==> config.mk <==
export PLATFORM = sky130hd
export DESIGN_NAME = node_address_select
export DESIGN_NICKNAME = d
export VERILOG_FILES = /design/src/verilog/node_address_pkg.sv /design/src/verilog/strap_code_if.sv /design/src/verilog/strap_band_decoder.sv /design/src/verilog/node_address_select.sv
export VERILOG_INCLUDE_DIRS = /design/src /design/src/verilog
export SDC_FILE = /design/constraint.sdc
export NUM_CORES = 1
export LEC_CHECK = 0
export ABC_CLOCK_PERIOD_IN_PS = 2150
export BUFFER_PORTS_ARGS = -buffer_cell sky130_fd_sc_hd__buf_2
export CAP_MARGIN = 10
export CORE_ASPECT_RATIO = 1.25
export CORE_MARGIN = 2
export CORE_UTILIZATION = 54
export DETAILED_ROUTE_END_ITERATION = 8
export GPL_TIMING_DRIVEN = 0
export PLACE_DENSITY = 0.77
export SYNTH_ARGS = -nofsm -noshare
export SYNTH_HDL_FRONTEND = slang
export SYNTH_SLANG_ARGS = --single-unit
export TNS_END_PERCENT = 5
==> constraint.sdc <==
create_clock -name MCLK -period 2.15 [get_ports MCLK]
set_input_delay 0 -clock MCLK [delete_from_list [all_inputs] [get_ports MCLK]]
set_output_delay 0 -clock MCLK [all_outputs]
set_load 0.1 [all_outputs]
==> src/verilog/node_address_cfg.svh <==
// timing, code and reset constants for the node address selector
`ifndef NODE_ADDRESS_CFG_SVH
`define NODE_ADDRESS_CFG_SVH
`define CLK_FREQ_HZ        50000000
`define BLINK_PERIOD_MS    1000
`define BLINK_HALF_CYCLES  ((`CLK_FREQ_HZ / 1000) * `BLINK_PERIOD_MS / 2)
`define INIT_TIME_US       100
`define INIT_CYCLES        ((`CLK_FREQ_HZ / 1000000) * `INIT_TIME_US)
`define ADDR_UNSET         8'hff
`define HIGH_WEIGHT_SHIFT  6
`define MID_WEIGHT_SHIFT   3
`define ALIAS_RESET        16'h0000
`define REG_ADDR_CTRL      4'h0
`define REG_ADDR_STATUS    4'h1
`define REG_ADDR_IRQ_STAT  4'h2
`define REG_ADDR_IRQ_MASK  4'h3
`define REG_ADDR_ALIAS     4'h4
`define IRQ_BIT_READY      0
`define IRQ_BIT_ERROR      1
`define IRQ_BIT_INACTIVE   2
`endif

==> src/verilog/node_address_pkg.sv <==
// types shared by the node address selector
`default_nettype none
package node_address_pkg;
    typedef enum logic [3:0]
    {
        ST_SAMPLE = 4'b0001,
        ST_INIT   = 4'b0010,
        ST_RUN    = 4'b0100,
        ST_FAULT  = 4'b1000
    } phase_t;
    typedef enum logic
    {
        PROTO_OPEN_CAN   = 1'b0,
        PROTO_PROPRIETARY = 1'b1
    } proto_t;
endpackage
`default_nettype wire

==> src/verilog/strap_code_if.sv <==
// carries a synchronised strap level vector and its decoded 3-bit code
`default_nettype none
interface strap_code_if;
    logic [6:0] level;
    logic [2:0] code;
    modport decoder (input level, output code);
    modport user    (output level, input code);
endinterface
`default_nettype wire

==> src/verilog/strap_band_decoder.sv <==
// thermometer-to-code decoder for one voltage-banded strap pin
`default_nettype none
module strap_band_decoder
(
    strap_code_if.decoder bus
);
    // code is one plus the highest comparator output above threshold; bands ascend so for a thermometer level this equals the count
    always_comb
    begin
        bus.code = 3'h0;
        for (int i = 0; i < 7; i++)
        begin
            if (bus.level[i])
                bus.code = 3'(i + 1);
        end
    end
endmodule
`default_nettype wire

==> src/verilog/node_address_select.sv <==
// node address and protocol selection with status indicators and register port
//
// Design decisions made here: the address-and-strobe port and the address map.
`include "node_address_cfg.svh"
`default_nettype none
module node_address_select
    import node_address_pkg::*;
#(
    parameter int BLINK_HALF = `BLINK_HALF_CYCLES,
    parameter int INIT_LEN   = `INIT_CYCLES
)
(
    input  wire logic        MCLK,
    input  wire logic        SRST,
    input  wire logic        VARIANT_SWITCH,
    input  wire logic [6:0]  STRAP_LOW_LEVEL,
    input  wire logic [6:0]  STRAP_MID_LEVEL,
    input  wire logic [6:0]  STRAP_HIGH_LEVEL,
    input  wire logic [5:0]  CONFIG_SWITCH_BANK,
    input  wire logic        ERROR_IN,
    input  wire logic [3:0]  REG_ADDR,
    input  wire logic [31:0] REG_WDATA,
    input  wire logic        REG_WR,
    input  wire logic        REG_RD,
    output logic      [31:0] REG_RDATA,
    output logic      [7:0]  NODE_ADDRESS,
    output logic             PROPRIETARY_CAN_PROTOCOL,
    output logic             LSS_INACTIVE,
    output logic      [15:0] STATION_ALIAS,
    output logic             READY_INDICATOR,
    output logic             ERROR_INDICATOR,
    output logic             IRQ
);
    localparam int BW = $clog2(BLINK_HALF + 1);
    localparam int IW = $clog2(INIT_LEN + 1);

    // two-stage synchronisers for every strap, switch and error input
    // pins move freely against MCLK, so only the second stage feeds logic
    logic [6:0]  low_s1_reg;
    logic [6:0]  low_s2_reg;
    logic [6:0]  mid_s1_reg;
    logic [6:0]  mid_s2_reg;
    logic [6:0]  high_s1_reg;
    logic [6:0]  high_s2_reg;
    logic [5:0]  sw_s1_reg;
    logic [5:0]  sw_s2_reg;
    logic        var_s1_reg;
    logic        var_s2_reg;
    logic        err_s1_reg;
    logic        err_s2_reg;

    always_ff @(posedge MCLK)
    begin
        if (SRST)
        begin
            low_s1_reg  <= 7'h00;
            low_s2_reg  <= 7'h00;
            mid_s1_reg  <= 7'h00;
            mid_s2_reg  <= 7'h00;
            high_s1_reg <= 7'h00;
            high_s2_reg <= 7'h00;
            sw_s1_reg   <= 6'h00;
            sw_s2_reg   <= 6'h00;
            var_s1_reg  <= 1'b0;
            var_s2_reg  <= 1'b0;
            err_s1_reg  <= 1'b0;
            err_s2_reg  <= 1'b0;
        end
        else
        begin
            low_s1_reg  <= STRAP_LOW_LEVEL;
            low_s2_reg  <= low_s1_reg;
            mid_s1_reg  <= STRAP_MID_LEVEL;
            mid_s2_reg  <= mid_s1_reg;
            high_s1_reg <= STRAP_HIGH_LEVEL;
            high_s2_reg <= high_s1_reg;
            sw_s1_reg   <= CONFIG_SWITCH_BANK;
            sw_s2_reg   <= sw_s1_reg;
            var_s1_reg  <= VARIANT_SWITCH;
            var_s2_reg  <= var_s1_reg;
            err_s1_reg  <= ERROR_IN;
            err_s2_reg  <= err_s1_reg;
        end
    end

    // one banded decoder per strap pin
    strap_code_if low_if ();
    strap_code_if mid_if ();
    strap_code_if high_if ();
    assign low_if.level  = low_s2_reg;
    assign mid_if.level  = mid_s2_reg;
    assign high_if.level = high_s2_reg;
    strap_band_decoder u_low  (.bus(low_if));
    strap_band_decoder u_mid  (.bus(mid_if));
    strap_band_decoder u_high (.bus(high_if));

    // candidate address from the strap codes or from the switch bank
    logic [7:0] strap_addr;
    logic [7:0] switch_addr;
    logic [7:0] cand_addr;
    logic       cand_proto;
    logic       straps_open;
    always_comb
    begin
        straps_open = (low_if.code == 3'h0) && (mid_if.code == 3'h0) && (high_if.code == 3'h0);
        // top bit of the high code is dropped so the result fits eight bits
        strap_addr  = {high_if.code[1:0], 6'h00} + {2'h0, mid_if.code, 3'h0} + {5'h00, low_if.code};
        if (straps_open)
            strap_addr = `ADDR_UNSET;
        switch_addr = {3'h0, sw_s2_reg[4:0]};
        // all five address switches off would mean address zero, so it reads as unset whatever bit 5 holds
        if (sw_s2_reg[4:0] == 5'h00)
            switch_addr = `ADDR_UNSET;
        cand_addr  = var_s2_reg ? switch_addr : strap_addr;
        // strap variant has no protocol switch; default to the open protocol
        cand_proto = var_s2_reg & sw_s2_reg[5];
    end

    // phase machine: settle synchronisers, latch, init delay, then run
    phase_t          phase_reg;
    phase_t          phase_next;
    logic [1:0]      settle_reg;
    logic [1:0]      settle_next;
    logic [IW-1:0]   init_cnt_reg;
    logic [IW-1:0]   init_cnt_next;
    logic [7:0]      addr_reg;
    logic [7:0]      addr_next;
    logic            proto_reg;
    logic            proto_next;
    logic [15:0]     alias_reg;
    logic [15:0]     alias_next;
    logic            alias_lock_reg;
    logic            alias_lock_next;
    logic            alias_wr;
    always_comb
    begin
        phase_next    = phase_reg;
        settle_next   = settle_reg;
        init_cnt_next = init_cnt_reg;
        addr_next     = addr_reg;
        proto_next    = proto_reg;
        alias_next    = alias_reg;
        alias_lock_next = alias_lock_reg;
        case (phase_reg)
            ST_SAMPLE:
            begin
                // wait for the pin levels to pass both synchroniser stages
                settle_next = settle_reg + 2'h1;
                if (settle_reg == 2'h3)
                begin
                    addr_next  = cand_addr;
                    proto_next = cand_proto;
                    // lock decided once here so later pin moves cannot unlock it
                    alias_lock_next = !var_s2_reg && straps_open;
                    if (!var_s2_reg && straps_open)
                        alias_next = `ALIAS_RESET;
                    phase_next = ST_INIT;
                end
            end
            ST_INIT:
            begin
                // fixed start-up delay before the green lamp may light
                init_cnt_next = init_cnt_reg + IW'(1);
                if (init_cnt_reg == IW'(INIT_LEN - 1))
                    phase_next = ST_RUN;
            end
            ST_RUN:
            begin
                // an error already present during init is caught on the first run cycle
                if (err_s2_reg)
                    phase_next = ST_FAULT;
            end
            ST_FAULT:
            begin
                // error clears only by reset; address stays latched
                phase_next = ST_FAULT;
            end
            default:
            begin
                phase_next = ST_SAMPLE;
            end
        endcase
        // alias writes are refused while sampling and while forced to zero
        if (alias_wr && phase_reg != ST_SAMPLE && !alias_lock_reg)
            alias_next = REG_WDATA[15:0];
    end

    always_ff @(posedge MCLK)
    begin
        if (SRST)
        begin
            phase_reg    <= ST_SAMPLE;
            settle_reg   <= 2'h0;
            init_cnt_reg <= '0;
            addr_reg     <= `ADDR_UNSET;
            proto_reg    <= 1'b0;
            alias_reg    <= `ALIAS_RESET;
            alias_lock_reg <= 1'b0;
        end
        else
        begin
            phase_reg    <= phase_next;
            settle_reg   <= settle_next;
            init_cnt_reg <= init_cnt_next;
            addr_reg     <= addr_next;
            proto_reg    <= proto_next;
            alias_reg    <= alias_next;
            alias_lock_reg <= alias_lock_next;
        end
    end

    // inactive state flag and the one-second blink for the green indicator
    // counter parks at zero so every inactive entry starts with a dark half
    logic          inactive;
    logic [BW-1:0] blink_cnt_reg;
    logic [BW-1:0] blink_cnt_next;
    logic          blink_reg;
    logic          blink_next;
    assign inactive = (phase_reg == ST_RUN) && !proto_reg && (addr_reg == `ADDR_UNSET);
    always_comb
    begin
        blink_cnt_next = '0;
        blink_next     = 1'b0;
        if (inactive)
        begin
            blink_cnt_next = blink_cnt_reg + BW'(1);
            blink_next     = blink_reg;
            if (blink_cnt_reg == BW'(BLINK_HALF - 1))
            begin
                blink_cnt_next = '0;
                blink_next     = !blink_reg;
            end
        end
    end

    // indicator drive; fault forces green off and red on
    // both lamps are registered so they switch on the same edge
    logic ready_next;
    logic error_next;
    logic ready_reg;
    logic error_reg;
    always_comb
    begin
        error_next = (phase_reg == ST_FAULT) || (phase_reg == ST_RUN && err_s2_reg);
        ready_next = 1'b0;
        if (phase_reg == ST_RUN && !err_s2_reg)
            ready_next = inactive ? blink_reg : 1'b1;
    end

    always_ff @(posedge MCLK)
    begin
        if (SRST)
        begin
            blink_cnt_reg <= '0;
            blink_reg     <= 1'b0;
            ready_reg     <= 1'b0;
            error_reg     <= 1'b0;
        end
        else
        begin
            blink_cnt_reg <= blink_cnt_next;
            blink_reg     <= blink_next;
            ready_reg     <= ready_next;
            error_reg     <= error_next;
        end
    end

    // sticky events: ready reached, error entered, inactive entered
    logic [2:0]  irq_stat_reg;
    logic [2:0]  irq_stat_next;
    logic [2:0]  irq_mask_reg;
    logic [2:0]  irq_mask_next;
    logic [2:0]  events;
    logic        inactive_d_reg;
    logic [31:0] rdata_reg;
    logic [31:0] rdata_next;
    assign alias_wr = REG_WR && (REG_ADDR == `REG_ADDR_ALIAS);
    always_comb
    begin
        events = 3'h0;
        events[`IRQ_BIT_READY]    = (phase_reg == ST_INIT) && (phase_next == ST_RUN);
        events[`IRQ_BIT_ERROR]    = (phase_reg == ST_RUN) && (phase_next == ST_FAULT);
        events[`IRQ_BIT_INACTIVE] = inactive && !inactive_d_reg;
        irq_stat_next = irq_stat_reg;
        irq_mask_next = irq_mask_reg;
        // a set in the same cycle as a write-one clear still lands
        if (REG_WR && REG_ADDR == `REG_ADDR_IRQ_STAT)
            irq_stat_next = irq_stat_reg & ~REG_WDATA[2:0];
        irq_stat_next = irq_stat_next | events;
        if (REG_WR && REG_ADDR == `REG_ADDR_IRQ_MASK)
            irq_mask_next = REG_WDATA[2:0];
        // idle read data is zero so a late sample never sees a stale word
        rdata_next = 32'h0000_0000;
        if (REG_RD)
        begin
            case (REG_ADDR)
                `REG_ADDR_CTRL:     rdata_next = {23'h0, proto_reg, addr_reg};
                `REG_ADDR_STATUS:   rdata_next = {25'h0, phase_reg, inactive, error_reg, ready_reg};
                `REG_ADDR_IRQ_STAT: rdata_next = {29'h0, irq_stat_reg};
                `REG_ADDR_IRQ_MASK: rdata_next = {29'h0, irq_mask_reg};
                `REG_ADDR_ALIAS:    rdata_next = {16'h0, alias_reg};
                default:            rdata_next = 32'h0000_0000;
            endcase
        end
    end

    always_ff @(posedge MCLK)
    begin
        if (SRST)
        begin
            irq_stat_reg   <= 3'h0;
            irq_mask_reg   <= 3'h0;
            inactive_d_reg <= 1'b0;
            rdata_reg      <= 32'h0000_0000;
        end
        else
        begin
            irq_stat_reg   <= irq_stat_next;
            irq_mask_reg   <= irq_mask_next;
            inactive_d_reg <= inactive;
            rdata_reg      <= rdata_next;
        end
    end

    // outputs; irq is a plain level that drops once status is cleared or masked
    assign REG_RDATA                = rdata_reg;
    assign NODE_ADDRESS             = addr_reg;
    assign PROPRIETARY_CAN_PROTOCOL = proto_reg;
    assign LSS_INACTIVE             = inactive;
    assign STATION_ALIAS            = alias_reg;
    assign READY_INDICATOR          = ready_reg;
    assign ERROR_INDICATOR          = error_reg;
    assign IRQ                      = |(irq_stat_reg & irq_mask_reg);
endmodule
`default_nettype wire

# After elaboration in Yosys (flattened, before gate mapping)
# Cells that the tools add are included.
word_totals:
  inputBits: 69
  output_inout_bits: 61
  register_bits: 170
  word_cells: 127
classes:
  eq_ne: 15
  add_sub_neg: 5
  bitwise: 8
  reduce_logical: 37
  muxes: 35
ops:
  columns: ["op", "count"]
  rows:
  - ["16-bit case mux with 5 select lines", 1]
  - ["16-bit 2-to-1 mux", 4]
  - ["3-bit 2-to-1 mux", 13]
  - ["25-bit by 1-bit adder with 25-bit output, second input constant", 1]
  - ["25-bit == test, second input constant", 1]
  - ["8-bit 2-to-1 mux", 3]
  - ["4-bit case mux with 4 select lines", 1]
  - ["1-bit logical AND", 15]
  - ["13-bit by 1-bit adder with 13-bit output, second input constant", 1]
  - ["13-bit == test, second input constant", 1]
  - ["4-bit by 2-bit == test with 1-bit output, second input constant", 3]
  - ["4-bit by 3-bit == test with 1-bit output, second input constant", 3]
  - ["2-bit 2-to-1 mux", 6]
  - ["4-bit 2-to-1 mux", 3]
  - ["3-bit logical NOT", 3]
  - ["8-bit by 3-bit adder with 8-bit output", 1]
  - ["8-bit by 6-bit adder with 8-bit output", 1]
  - ["4-bit by 1-bit == test with 1-bit output, second input constant", 2]
  - ["4-bit == test, second input constant", 2]
  - ["8-bit == test, second input constant", 1]
  - ["3-bit AND", 2]
  - ["1-bit logical NOT", 6]
  - ["2-bit nonzero test", 3]
  - ["2-bit OR reduction", 3]
  - ["14 further kinds", 20]

# Longest topological paths before layout
# Gate-level depths: netlist of the first run.
depth:
  ltp_word: 15
  mapped_depth: 7
  depth_no_buf: 6

# Cells and area by module
# A second synthesis of the first run with hierarchy kept.
unflattened:
  hier_cells: 642
  area_unflattened_um2: 6083.3
by_module_without_submodules:
  columns: ["module", "seq_area_each_um2", "area_each_um2", "cells_per_inst", "instances"]
  rows:
  - ["node_address_select", 3083.0, 5948.2, 612, 1]
  - ["strap_band_decoder", 0.0, 45.0, 10, 3]

# Worst setup path before layout of the first run
# No wires, ideal clock.
synth_timing:
  path_type: "reg-to-reg"
  start: "register addr_reg[6], in the netlist NODE_ADDRESS[6]"
  end: "register rdata_reg[2], in the netlist REG_RDATA[2]"
  arrival_time_ns: 2.737
  path_buffers: 0
  path_stages_with_launch: 6
  slack_ns: -0.660
  synth_period_minus_slack_ns: 2.810
  t_required_ns: 2.077
  setup_time_ns: 0.073
  path_cell_list: "dfxtp_1 nand4b_1 or4_4 inv_1 a22oi_1 a21oi_1"
synth_between:
  elab_chain_len: 3
synth_rtl:
  columns: ["item", "line_no", "rtl"]
  rows:
  - ["from (decl)", "node_address_select.sv:126", "logic [7:0] addr_reg;"]
  - ["from (signal assigned)", "node_address_select.sv:195", "addr_reg <= `ADDR_UNSET;"]
  - ["from (signal assigned)", "node_address_select.sv:205", "addr_reg <= addr_next;"]
  - ["8-bit == test (no line)", null, null]
  - ["1-bit logical AND", "node_address_select.sv:219", "assign inactive = (phase_reg == ST_RUN) && !proto_reg && (addr_reg == `ADDR_UNSET);"]
  - ["net LSS_INACTIVE", "node_address_select.sv:28", "output logic LSS_INACTIVE,"]
  - ["16-bit case mux with 5 select lines", "node_address_select.sv:296", "case (REG_ADDR)"]
  - ["to (signal assigned)", "node_address_select.sv:321", "rdata_reg <= rdata_next;"]
  - ["to (decl)", "node_address_select.sv:275", "logic [31:0] rdata_reg;"]
# The timed path passes the listed nets, and every way through them passes these cells.
# A chain may end at the register's enable or synchronous reset.

# Worst setup path after layout of the first run
layout_timing:
  start: "register phase_reg[2]"
  end: "output port LSS_INACTIVE"
layout_between:
  elab_chain_len: 3
layout_rtl:
  columns: ["item", "line_no", "rtl"]
  rows:
  - ["from (decl)", "node_address_select.sv:120", "phase_t phase_reg;"]
  - ["from (signal assigned)", "node_address_select.sv:202", "phase_reg <= phase_next;"]
  - ["4-bit by 3-bit == test with 1-bit output", "node_address_select.sv:219", null]
  - ["1-bit logical AND (2 in series)", "node_address_select.sv:219", null]
  - ["to (decl)", "node_address_select.sv:28", null]
# No other way between the ends.

==> results.md, run 1 <==
Synth:
- The synthesized netlist occupies a cell area of 0.00592 mm2.
- By count the netlist is led by 154 x sky130_fd_sc_hd__dfxtp_1, 61 x sky130_fd_sc_hd__nor2b_1, 56 x sky130_fd_sc_hd__nor2_1.
- In the synthesized netlist the dominant register cell turns out to be sky130_fd_sc_hd__dfxtp_1.
- The async set-reset flop share out of synthesis is 0%.
- After synthesis the netlist holds a flip-flop and latch count of 154.
- The synthesized instance count is 596.
- Summed over its instances, the top area cell type makes up a little over half of the synthesized netlist area.
- In the post-synthesis netlist, the biggest area contributors are sky130_fd_sc_hd__dfxtp_1 52%, sky130_fd_sc_hd__nor2b_1 6.4%, sky130_fd_sc_hd__xor2_1 4.3%.
- In the post-synthesis netlist, the cell with the most instances is sky130_fd_sc_hd__dfxtp_1.
- sky130_fd_sc_hd__dfxtp_1 takes more of the synthesized area than any other cell.
- In this run, synthesis inferred 0 flip-flops with an integrated enable.
- The synthesis warning total is 0.
- The mean cell area of the mapped netlist is 9.94 um2.
- The sequential cell area fraction in the yosys report is 52.0%.
- Synthesis instantiated just under 60 different standard cells from the library.

Cells and area:
- The core occupancy in the finished layout is 73.8%.
- The flip-flop count of the largest register, all copies and words added is 25.
- For this run, the post-layout net count is about 840.
- The antenna cell count is 0.
- Relative to the synthesized area, the layout overhead comes to 32.3%.
- Summing all flip-flop and latch instances after layout gives 0.00311 mm2.
- The number of filler cells placed in the layout is around 750.
- The multi-input combinational cells in the finished layout cover a total of 0.00270 mm2.
- The share of final-layout standard cells stronger than drive strength 1 is 25.4%.

Worst setup path:
- In this run the worst path has a maximum fanout of 9.
- In this run the critical register-to-register path is captured at STATION_ALIAS[12]$_SDFFE_PP0P_.
- The setup slack of the most critical reg-to-reg path is 0.04 ns.
- The required arrival time at the worst endpoint is 2.15 ns.
- The startpoint identified for the worst register-to-register timing path is phase_reg[3]$_SDFF_PP0_.
- The endpoint of the most critical setup path is LSS_INACTIVE.
- The start point of the critical path is phase_reg[2]$_SDFF_PP0_.
- At the worst endpoint, the arrival time is 2.17 ns.
- The type of the worst setup path is register to output pin.
- The launching element type of the critical path is a register.
- The kind of end point of the critical path is an output pin.
- The number of cells on the worst reg-to-reg path is 7.

Drt:
- Once detail routing completed, the nets flagged for antenna violations numbered 0.
- The final layout contains routed wiring with a total length of 13600 um.
- The routed via count divided by cell count is 5.35.
- The first routing iteration left 253 violations.
- After detailed routing, the number of remaining DRC violations is 0.
- The detailed-router iteration count before antenna repair is 5.
- The routed layout has slightly below 5000 vias.
- Dividing the detail-routed wire length by the instance count gives 14.8 um.

Flow run:
- The number of maximum-capacitance violations is 0.

Clocking:
- Clock tree synthesis inserted a total of 17 buffers.
- The clock passes through at most 2 buffers.
- The TritonCTS clock tree is built.
- The deepest level of the CTS H-tree is 4.
- The insertion delay to the later sink of the worst-skew pair is roughly 0.41 ns.
- The number of clock sinks seen by CTS is 154.
- Clock-pin slew was measured on the worst setup and hold paths at 0.06 ns.
- The CTS root buffer is sky130_fd_sc_hd__clkbuf_16.

Die:
- The total area inside the core boundary comes to 0.0106 mm2.
- The number of top-level pins is 130.
- The floorplan step defined a die boundary enclosing 0.0118 mm2.
- The floorplan die height is 121 um.
- In this run the horizontal extent of the chip is 97.7 um.
- The initial standard-cell utilization of the core is 55.8%.
- After floorplanning, the core was divided into 42 placement rows.

Global route:
- After global routing the overflow that remains totals 0.
- Entering global routing, the biggest net connects 17 pins.
- The number of antenna violations at the first check in global routing came to 0.
- The first global-routing pass estimated 22400 um of wire.
- The aggregate global-route resource usage is about a quarter.
- The via count of the first global-routing pass was 4933.

Min path:
- The startpoint identified for the worst hold timing path is REG_ADDR[2].
- The worst min-delay path class is input port to register.

Placed design:
- The congestion estimate from routability-driven global placement came to 0.851.
- After legalization and detailed placement, the total HPWL measured around 9000 um.
- In this run the tool buffered the top-level ports with 95 buffer cells.

Pwr:
- Total power for the finished layout comes to 7.21 mW.
- The power per cell area is 920 mW/mm2.
- For this design the static power due to leakage is 3.25 nW.
- The worst-case IR drop observed on VDD is 0.732 mV.

Timing:
- Setup repair after global routing could not meet its margin everywhere.
- The clock arrives with 0.00856 ns of skew.
- The top achievable clock speed is ~460 MHz.
- The slew at the pin closest to its max-slew limit is 1.09 ns.
- The final-report hold violation count is 0.
- The final cycle utilization of the critical path is 101%.
- The minimum period implied by the final worst setup slack is 2.17 ns.
- The total count of max-transition violations in the final report was 0.
- The relative max-transition margin is 26.9%.
- Setup violations remaining at the end of the flow were counted as 1.
- Setup slack on the critical path of the routed design comes to -0.0187 ns.

Status:
- The run finished, with violations left.
- The checks that failed: negative setup slack.
power by group:
part	switching (mW)	internal, mW
registers	0.0969	2.98
logic	0.640	0.300
clock network	1.10	2.10
total	1.84	5.37
critical path: stages (launching register included):
cell	delay [ns]
sky130_fd_sc_hd__dfxtp_2	0.32
sky130_fd_sc_hd__buf_6	0.14
sky130_fd_sc_hd__or4b_4	0.49
sky130_fd_sc_hd__or4_4	0.51
sky130_fd_sc_hd__clkinvlp_4	0.13
sky130_fd_sc_hd__buf_12	0.17
metal layers:
layer	routed length, um	vias up	GRT usage [%]
met5	0	-	0
met2	6880	194	42.7
li1	-	2393	-
met3	870	34	6.16
met1	5440	2276	25.0
met4	370	0	11.5
placed cells by master (no fill, tap or decap), types with 4 or more instances in the layout:
master and count:
sky130_fd_sc_hd__nor4_1 8, sky130_fd_sc_hd__clkbuf_16 17, sky130_fd_sc_hd__nor2_2 21, sky130_fd_sc_hd__mux2i_1 4, sky130_fd_sc_hd__nor2_1 55, sky130_fd_sc_hd__o211ai_1 5
sky130_fd_sc_hd__dlygate4sd3_1 46, sky130_fd_sc_hd__o21ai_0 10, sky130_fd_sc_hd__a22o_1 19, sky130_fd_sc_hd__clkbuf_1 20, sky130_fd_sc_hd__xnor2_1 9, sky130_fd_sc_hd__nand3_1 23
sky130_fd_sc_hd__a222oi_1 7, sky130_fd_sc_hd__xor2_1 29, sky130_fd_sc_hd__nor2b_1 61, sky130_fd_sc_hd__nand4_1 8, sky130_fd_sc_hd__nor3_1 7, sky130_fd_sc_hd__dfxtp_1 142
sky130_fd_sc_hd__a21oi_1 11, sky130_fd_sc_hd__buf_6 5, sky130_fd_sc_hd__conb_1 16, sky130_fd_sc_hd__and2_1 5, sky130_fd_sc_hd__buf_4 16, sky130_fd_sc_hd__nand2b_1 7
sky130_fd_sc_hd__bufinv_16 5, sky130_fd_sc_hd__nand2_1 30, sky130_fd_sc_hd__buf_2 94, sky130_fd_sc_hd__a22oi_1 6, sky130_fd_sc_hd__dfxtp_2 9, sky130_fd_sc_hd__inv_1 7
sky130_fd_sc_hd__and3_1 13
what timing repair did:
action,in CTS,in global routing
endpoints found under the setup margin,23,21
hold endpoints to repair,52,0
pin swaps,0,0
buffers inserted,0,0
hold buffers,46,0
gates resized for setup,11,9
worst min path at each step:
stage                                            end  slack, ns  cells past startpoint
after floorplan            inactive_d_reg$_SDFF_PP0_       0.08                      1
after global placement      mid_s1_reg[1]$_SDFF_PP0_       0.21                      2
after detailed placement     sw_s1_reg[0]$_SDFF_PP0_       0.21                      2
after CTS                 irq_stat_reg[1]$_SDFF_PP0_      0.008                      5
after global routing      irq_stat_reg[1]$_SDFF_PP0_       0.06                      5
final                     irq_stat_reg[2]$_SDFF_PP0_       0.03                      5
area by class of cell:
type,count,share of cell area [%]
sequential,154,39.6
clock inverter,10,2.43
inverter,8,0.431
multi-input combinational,411,34.4
buffer,38,3.07
clock buffer,22,5.80
timing repair buffer,141,12.1
tap,132,2.11
kinds of logic after synthesis:
group	after synthesis	share of synthesized area, %
AND/OR/NAND/NOR	269	26.1
AO/OA/AOI/OAI	78	9.89
buffers and inverters	46	4.37
other	1	0.0633
flip-flops	154	52.0
multiplexers	7	1.25
adder cells (fa/ha/maj)	3	0.634
XOR/XNOR	38	5.62
through the flow:
step           area (um2)  setup TNS [ns]  instances  hold WS [ns]  setup slack, ns
3_3_place_gp         6640           -1.91        838         0.208           -0.195
6_report             7840         -0.0187        916        0.0272          -0.0187
5_1_grt              7840          -0.242        916        0.0649          -0.0796
4_1_cts              7800         -0.0647        916       0.00797          -0.0647
3_5_place_dp         6640           -2.09        838         0.212           -0.186
2_1_floorplan        6000               0        611        0.0784          0.00356
No activity file was read; power rests on OpenSTA's default activity.
==> run 2, diff against run 1 <==
- ABC_CLOCK_PERIOD_IN_PS: 2150 -> 2800
- CORE_UTILIZATION: 54 -> 55
- PLACE_DENSITY: 0.77 -> 0.79
- RECOVER_POWER: unset -> 25
- clock period: 2.15 -> 2.8 ns (I/O delays scaled with it)
==> run 2 against run 1 <==
Compared with the run above: the run now ends clean; total power is 27% lower; setup slack better by 0.30 ns; hold slack better by 0.0087 ns; via count is 1.6% lower; first-iteration DRC count is 20% lower; design area is 2.8% lower; largest cell class unchanged; clock skew is 0.0030 ns higher; global-route usage is 0.27 points higher; sequential share of layout area is 0.88 points higher; die area is 1.8% lower.
==> results.md, run 2 (same netlist as run 1, synthesis figures left out) <==
Worst setup path:
- The number of buffers and inverters on the critical path is 2.
- The critical path goes through or4b_4 -> or4_4 -> inv_1 -> buf_2.
- The kind of end point of the critical path is an output pin.
- At the worst endpoint, the required time is approximately 2.8 ns.
- The largest stage delay on the critical path is slightly below 0.6 ns.
- The category of cells accounting for the largest share of critical-path delay is simple AND/OR/NAND/NOR gates.
- The critical-path maximum fanout is 8.
- STA puts the critical path data arrival time at 2.52 ns.
- The library cell contributing the largest single delay on the critical path is sky130_fd_sc_hd__or4b_4.
- The type of the worst setup path is register to output pin.
- The worst setup path is launched from a register.

Cells and area:
- The post-route netlist has around 18% of its cells at a drive strength greater than 1.
- Relative to the synthesized area, the layout overhead comes to 28.6%.
- In the layout the commonest cells are 151 x sky130_fd_sc_hd__dfxtp_1, 61 x sky130_fd_sc_hd__clkbuf_1, 61 x sky130_fd_sc_hd__nor2b_1.
- At the end of the flow, the number of nets in the layout was around 840.
- The flip-flop count of the largest register, all copies and words added is 25.
- The most common cell after layout, fill and taps aside is sky130_fd_sc_hd__dfxtp_1.
- 0 antenna diodes ended up in the layout.

Placed design:
- The HPWL after detailed placement is between 9000 and 10000 um.
- In this run the tool buffered the top-level ports with between 90 and 100 buffer cells.
- The congestion estimate from routability-driven global placement came to 0.852.

Pwr:
- The overall power after layout is between 5 and 6 mW.
- The internal power is 3.76 mW.
- The largest vdd supply drop is approximately 0.50 mV.
- The net switching power is 1.53 mW.
- The combinational fraction of design power is about an eighth.
- The switching portion of total power is 28.9%.
- In this run the power density over the cells is between 600 and 700 mW/mm2.
- The leakage power summed over all cells is 3.05 nW.
- In this run, the clock network consumes 42.1% of the power.
- The sequential share of power is 44.6%.

Clocking:
- The deepest level of the CTS H-tree is 4.
- Clock tree synthesis inserted a total of 17 buffers.
- The number of buffers on the longest clock path is 2.
- The number of clock sinks seen by CTS is approximately 150.
- TritonCTS built the clock tree.
- The number of setup buffers added after CTS is 0.
- The later pin in the worst-skew pair is clocked with a latency of 0.43 ns.
- The cell sitting at the root of the clock tree is a sky130_fd_sc_hd__clkbuf_16.
- The clock-pin slew on the worst setup and hold paths is around 0.060 ns.

Global route:
- The maximum number of pins on one net before global-route repair is 17.
- The number of antenna violations at the first check in global routing is 0.
- The via count of the first global-routing pass is 4864.
- For this run, the total global-route usage over all layers was measured as 23.7%.
- The total overflow left after global routing is 0.
- The wire length of the first global-routing pass is 22300 um.

Status:
- The flow ran to the end, and the final reports show no timing, DRC or antenna violations.

Timing:
- The relative max-transition margin is 20.9%.
- The top achievable clock speed is 396 MHz.
- The post-route setup TNS is 0 ns.
- Setup violations remaining at the end of the flow were counted as 0.
- The minimum period implied by the final worst setup slack is 2.52 ns.
- Setup repair after global routing left no endpoint under its margin.
- The slew at the pin closest to its max-slew limit is 1.19 ns.
- The total count of max-transition violations in the final report is 0.
- The final-report hold violation count is 0.
- After layout, the worst path uses 90.1% of the clock period.
- For the final database, setup skew stands at 0.0116 ns.
- Hold is met by 0.0359 ns.

Drt:
- After detailed routing, the average wire length per cell comes to between 10 and 15 um.
- The post-detailed-route DRC marker count is 0.
- Dividing the detail-routed via count by the number of cells gives roughly 5.3.
- The remaining number of nets flagged by the antenna check after routing is 0.
- The wire length after detailed routing is around 13000 um.
- After the first detailed-routing iteration, the DRC count stood at 202.
- The first TritonRoute pass finished after 5 iterations.
- The routed layout has about 4800 vias.

Die:
- From bottom edge to top edge, the die measures 120 um.
- The floorplan step defined a core boundary enclosing 0.0106 mm2.
- The die is just under 100 um wide.
- In this run the core area contains 42 standard-cell rows.
- The number of top-level pins is 130.
- The initial standard-cell utilization of the core is about 56%.
- The overall die area is 0.0116 mm2.

Min path:
- The worst min-delay path class is input port to register.

Flow run:
- The number of maximum-capacitance violations is 0.
==> run 2: layout make-up <==
type	instances	area [um2]
flip-flops and latches	154	3090
repair buffers	142	890
clock inverters	15	156
well taps	132	165
multi-input cells	411	2640
plain buffers	38	229
inverters	8	30.0
clock buffers	17	425
fillers	830	2940
==> run 2: per-layer routing <==
metal  vias to the layer above  global-route usage (%)  wire length [um]
li1                       2393                       -                 -
met1                      2265                    26.2              5520
met2                       130                    41.8              6910
met3                        29                    6.46               555
met4                         0                    11.8               348
met5                         -                       0                 0
==> run 2: path summary, 6_finish.rpt <==
| path | start | endpoint | slack, ns | depth (start not counted) |
|---|---|---|---|---|
| setup / recovery | phase_reg[0]$_SDFF_PP1_ | LSS_INACTIVE | 0.28 | 4 |
| hold / removal | REG_ADDR[3] | irq_stat_reg[0]$_SDFF_PP0_ | 0.04 | 5 |
| setup reg to reg | low_if.level[4]$_SDFF_PP0_ | STATION_ALIAS[11]$_SDFFE_PP0P_ | 0.32 | 6 |
| hold reg to reg | sw_s1_reg[4]$_SDFF_PP0_ | sw_s2_reg[4]$_SDFF_PP0_ | 0.44 | 1 |
==> run 2: per-stage QoR <==
| stage | cell area [um2] | instances | util, % | setup slack (ns) |
|---|---|---|---|---|
| final | 7620 | 917 | 72.1 | 0.277 |
| after global routing | 7620 | 917 | 72.1 | 0.194 |
| after CTS | 7680 | 917 | 72.7 | 0.276 |
| after detailed placement | 6620 | 838 | 62.7 | 0.426 |
| after global placement | 6620 | 838 | 62.7 | 0.443 |
| after floorplan | 5980 | 611 | - | 0.0697 |
==> run 2: power by group through the flow <==
stage	logic (mW)	clock network (mW)	registers, mW
2_1_floorplan	0.349	0	2.55
3_3_place_gp	0.635	0	2.40
3_5_place_dp	0.650	0	2.40
4_1_cts	0.703	2.25	2.36
5_1_grt	0.748	2.37	2.37
6_report	0.701	2.22	2.36
==> run 2: worst min-delay path, stage by stage <==
cell                       delay, ns
sky130_fd_sc_hd__buf_2          0.14
sky130_fd_sc_hd__nor4_1         0.09
sky130_fd_sc_hd__nand2_1        0.07
sky130_fd_sc_hd__nand3b_1       0.07
sky130_fd_sc_hd__o21ai_0        0.07
==> run 2: timing repair <==
item	CTS	global route
endpoints found under the hold margin	57	0
resized for setup	0	0
hold buffers	47	0
==> run 3, diff against run 2 <==
- SETUP_SLACK_MARGIN: unset -> 0.4
==> run 3 against run 2 <==
Compared with the run above: design area fell by 0.21%; clock-buffer cell count rose by 4; die area did not move.
==> results.md, run 3 (same netlist as run 1, synthesis figures left out) <==
Timing:
- The total count of max-transition violations in the final report came to 0.
- The final-report hold violation count is 0.
- The setup violation total in the final timing report is 0.
- The worst-case clock skew is 0.0103 ns.
- The relative max-transition margin is 17.9%.
- The minimum period implied by the final worst setup slack is 2.38 ns.
- Of the available clock period, the critical path in the final layout requires 84.8%.
- Setup repair after global routing could not meet its margin everywhere.
- The top achievable clock speed is 421 MHz.
- The post-route setup TNS is 0 ns.
- The final setup slack of the worst path is between 0.4 and 0.5 ns.
- The hold slack is about 0.025 ns.
- At the pin with the least slew margin, the transition time is 1.24 ns.

Cells and area:
- Summing all flip-flop and latch instances after layout gives around 0.0031 mm2.
- The core occupancy in the finished layout is 72.0%.
- The number of antenna diodes in the final layout is 0.
- The share of final-layout standard cells stronger than drive strength 1 is 18.8%.
- Relative to the synthesized area, the layout overhead comes to 28.4%.
- The filler cells instantiated in the layout total 810.
- After the flow finishes, the layout carries non-filler instances totaling 916.
- The post-route standard cell area excluding fillers is roughly 0.0076 mm2.
- The multi-input combinational cells in the finished layout cover a total of 0.00264 mm2.
- The register with the most flip-flops in the layout has 25 of them.
- The number of nets in the finished design is between 800 and 900.
- In the layout the commonest cells are 146 x sky130_fd_sc_hd__dfxtp_1, 61 x sky130_fd_sc_hd__clkbuf_1, 61 x sky130_fd_sc_hd__nor2b_1.
- The most common cell after layout, fill and taps aside is sky130_fd_sc_hd__dfxtp_1.

Die:
- The die covers 0.0116 mm2.
- From left edge to right edge, the die measures between 90 and 100 um.
- The floorplan step set the die height to between 100 and 150 um.
- The number of top-level pins is 130.
- After floorplanning, the core was divided into 42 placement rows.
- For this configuration, the core starts out at a cell density of a little under three fifths.
- After floorplanning, the core was sized to cover 0.0106 mm2.

Worst setup path:
- The start point of the critical path is phase_reg[2]$_SDFF_PP0_.
- The critical path goes through buf_4 -> or4b_4 -> or4_4 -> clkinvlp_4 -> buf_4.
- The reg-to-reg startpoint is phase_reg[0]$_SDFF_PP1_.
- The critical-path maximum fanout is 9.
- The worst setup path is launched from a register.
- On the worst path, the slowest cell contributes a delay of around 0.57 ns.
- The library cell contributing the largest single delay on the critical path is sky130_fd_sc_hd__or4_4.
- The kind of end point of the critical path is an output pin.
- The worst register-to-register path has a setup slack of 0.50 ns.
- The worst path arrival time is 2.38 ns.
- On the critical path the largest part of the delay comes from simple AND/OR/NAND/NOR gates.
- The critical path is of the register to output pin type.
- The count of cells along the worst register-to-register path is 6.
- In this run the critical register-to-register path is captured at STATION_ALIAS[10]$_SDFFE_PP0P_.
- Data on the critical path is required at its endpoint by 2.80 ns.
- The most numerous cell type found on the critical path is sky130_fd_sc_hd__buf_4.
- Together, buffers and inverters on the worst path number 3.

Placed design:
- The HPWL after detailed placement is 8960 um.
- The global placement routability congestion is 0.880.
- The placed standard-cell area is about 0.0066 mm2.
- Counting tap cells, the placed design contains a total of 838 instances.
- The pre-CTS setup slack is 0.458 ns.
- The count of input and output buffers is 95.

Pwr:
- The internal power of the cells totals 3.71 mW.
- The overall power after layout is 5.17 mW.
- In this run the static leakage power is between 3 and 4 nW.
- The part of the total power dissipated in the clock network is 40.8%.
- The power per cell area is 680 mW/mm2.
- The sequential share of power is between 40% and 50%.
- The net switching power is 1.45 mW.
- Net switching is between 20% and 30% of the power.
- Combinational cells account for a little over an eighth of the total power.
- IR analysis of the VDD net gives a maximum drop of approximately 0.46 mV.

Min path:
- The worst hold path was traced through 5 stages.
- The worst hold path startpoint is REG_ADDR[2].
- The worst hold path terminates at irq_stat_reg[2]$_SDFF_PP0_.
- The tightest min-delay check is of the input port to register type.

Drt:
- Using the TritonRoute via totals, the vias-per-cell ratio works out to 5.31.
- For this run, design rule violations remaining after detail routing come to 0.
- The average wire per cell in the routed design is about 15 um.
- The count of routing violations after the opening detailed-route iteration is 260.
- The total number of vias is around 5000.
- Once detail routing completed, the nets flagged for antenna violations numbered 0.
- Summed over all layers, the routed wires come to 13400 um.
- Before antenna repair, the detailed router went through 6 iterations.

Clocking:
- The TritonCTS buffer count is 17.
- TritonCTS built the clock tree.
- The number of clock sinks seen by CTS is roughly 150.
- The CTS root buffer is sky130_fd_sc_hd__clkbuf_16.
- The insertion delay to the later sink of the worst-skew pair is approximately 0.42 ns.
- In this run the number of H-tree levels came out at 4.
- Post-CTS timing repair inserted 0 buffers for setup.
- The number of buffers on the longest clock path is 2.
- The clock-pin slew on the worst setup and hold paths is roughly 0.06 ns.

Global route:
- The maximum number of pins on one net before global-route repair is 17.
- The aggregate global-route resource usage is 23.3%.
- The total overflow left after global routing is 0.
- The first global-routing pass estimated 22000 um of wire.
- The via count of the first global-routing pass came to 4863.
- The number of antenna violations at the first check in global routing is 0.

Flow run:
- The number of maximum-capacitance violations is 0.

Status:
- The flow ran to the end, and the final reports show no timing, DRC or antenna violations.
==> run 3: cell count changes in the layout (fill, tap and decap cells not counted), sizes merged <==
cell,before,now
clkbuf,78,81
dlygate4sd3,47,46
bufinv,1,0
buf,72,73
clkinvlp,1,5
inv,16,9
==> run 3: repair_timing <==
| item | 4_1_cts | 5_1_grt |
|---|---|---|
| gates resized for setup | 1 | 1 |
| hold endpoints to repair | 56 | 0 |
| hold buffers | 46 | 0 |
| endpoints found under the setup margin | 1 | 11 |
| pin swaps | 0 | 0 |
==> run 3: worst register-to-register path, cell delays in order, from the launching register on <==
cell and delay [ns]:
sky130_fd_sc_hd__dfxtp_1 0.49, sky130_fd_sc_hd__nor4b_4 0.41, sky130_fd_sc_hd__o2111ai_1 0.21, sky130_fd_sc_hd__nor4_2 0.41, sky130_fd_sc_hd__a21oi_2 0.25, sky130_fd_sc_hd__buf_4 0.24, sky130_fd_sc_hd__a22o_1 0.19
==> run 3: worst max-delay path by stage <==
stage                                          end  slack (ns)  cells after the start
floorplan                  REG_RDATA[2]$_SDFF_PP0_        0.48                      5
global placement     STATION_ALIAS[9]$_SDFFE_PP0P_        0.49                      7
detailed placement  STATION_ALIAS[15]$_SDFFE_PP0P_        0.46                      6
CTS                                   LSS_INACTIVE        0.41                      5
global route                          LSS_INACTIVE        0.38                      5
finish                                LSS_INACTIVE        0.42                      5
==> run 3: power groups by stage <==
stage	registers [mW]	clock network (mW)	logic, mW
floorplan	2.56	0	0.348
global placement	2.40	0	0.636
detailed placement	2.40	0	0.650
CTS	2.35	2.14	0.701
global route	2.36	2.23	0.753
finish	2.36	2.11	0.700
==> run 3: layout make-up <==
cell class	count	share of cell area [%]
inverter	8	0.444
buffer	38	3.01
tap	132	2.17
sequential	154	40.7
multi-input combinational	411	34.7
timing repair buffer	141	11.6
clock buffer	21	6.19
clock inverter	11	1.15
==> run 3: routing by layer <==
layer	wire [um]	GRT usage, %	part of all wire (%)
met1	5480	26.1	41
met2	6880	41.7	51
met3	800	6.23	6.0
met4	257	9.86	1.9
met5	0	0	0
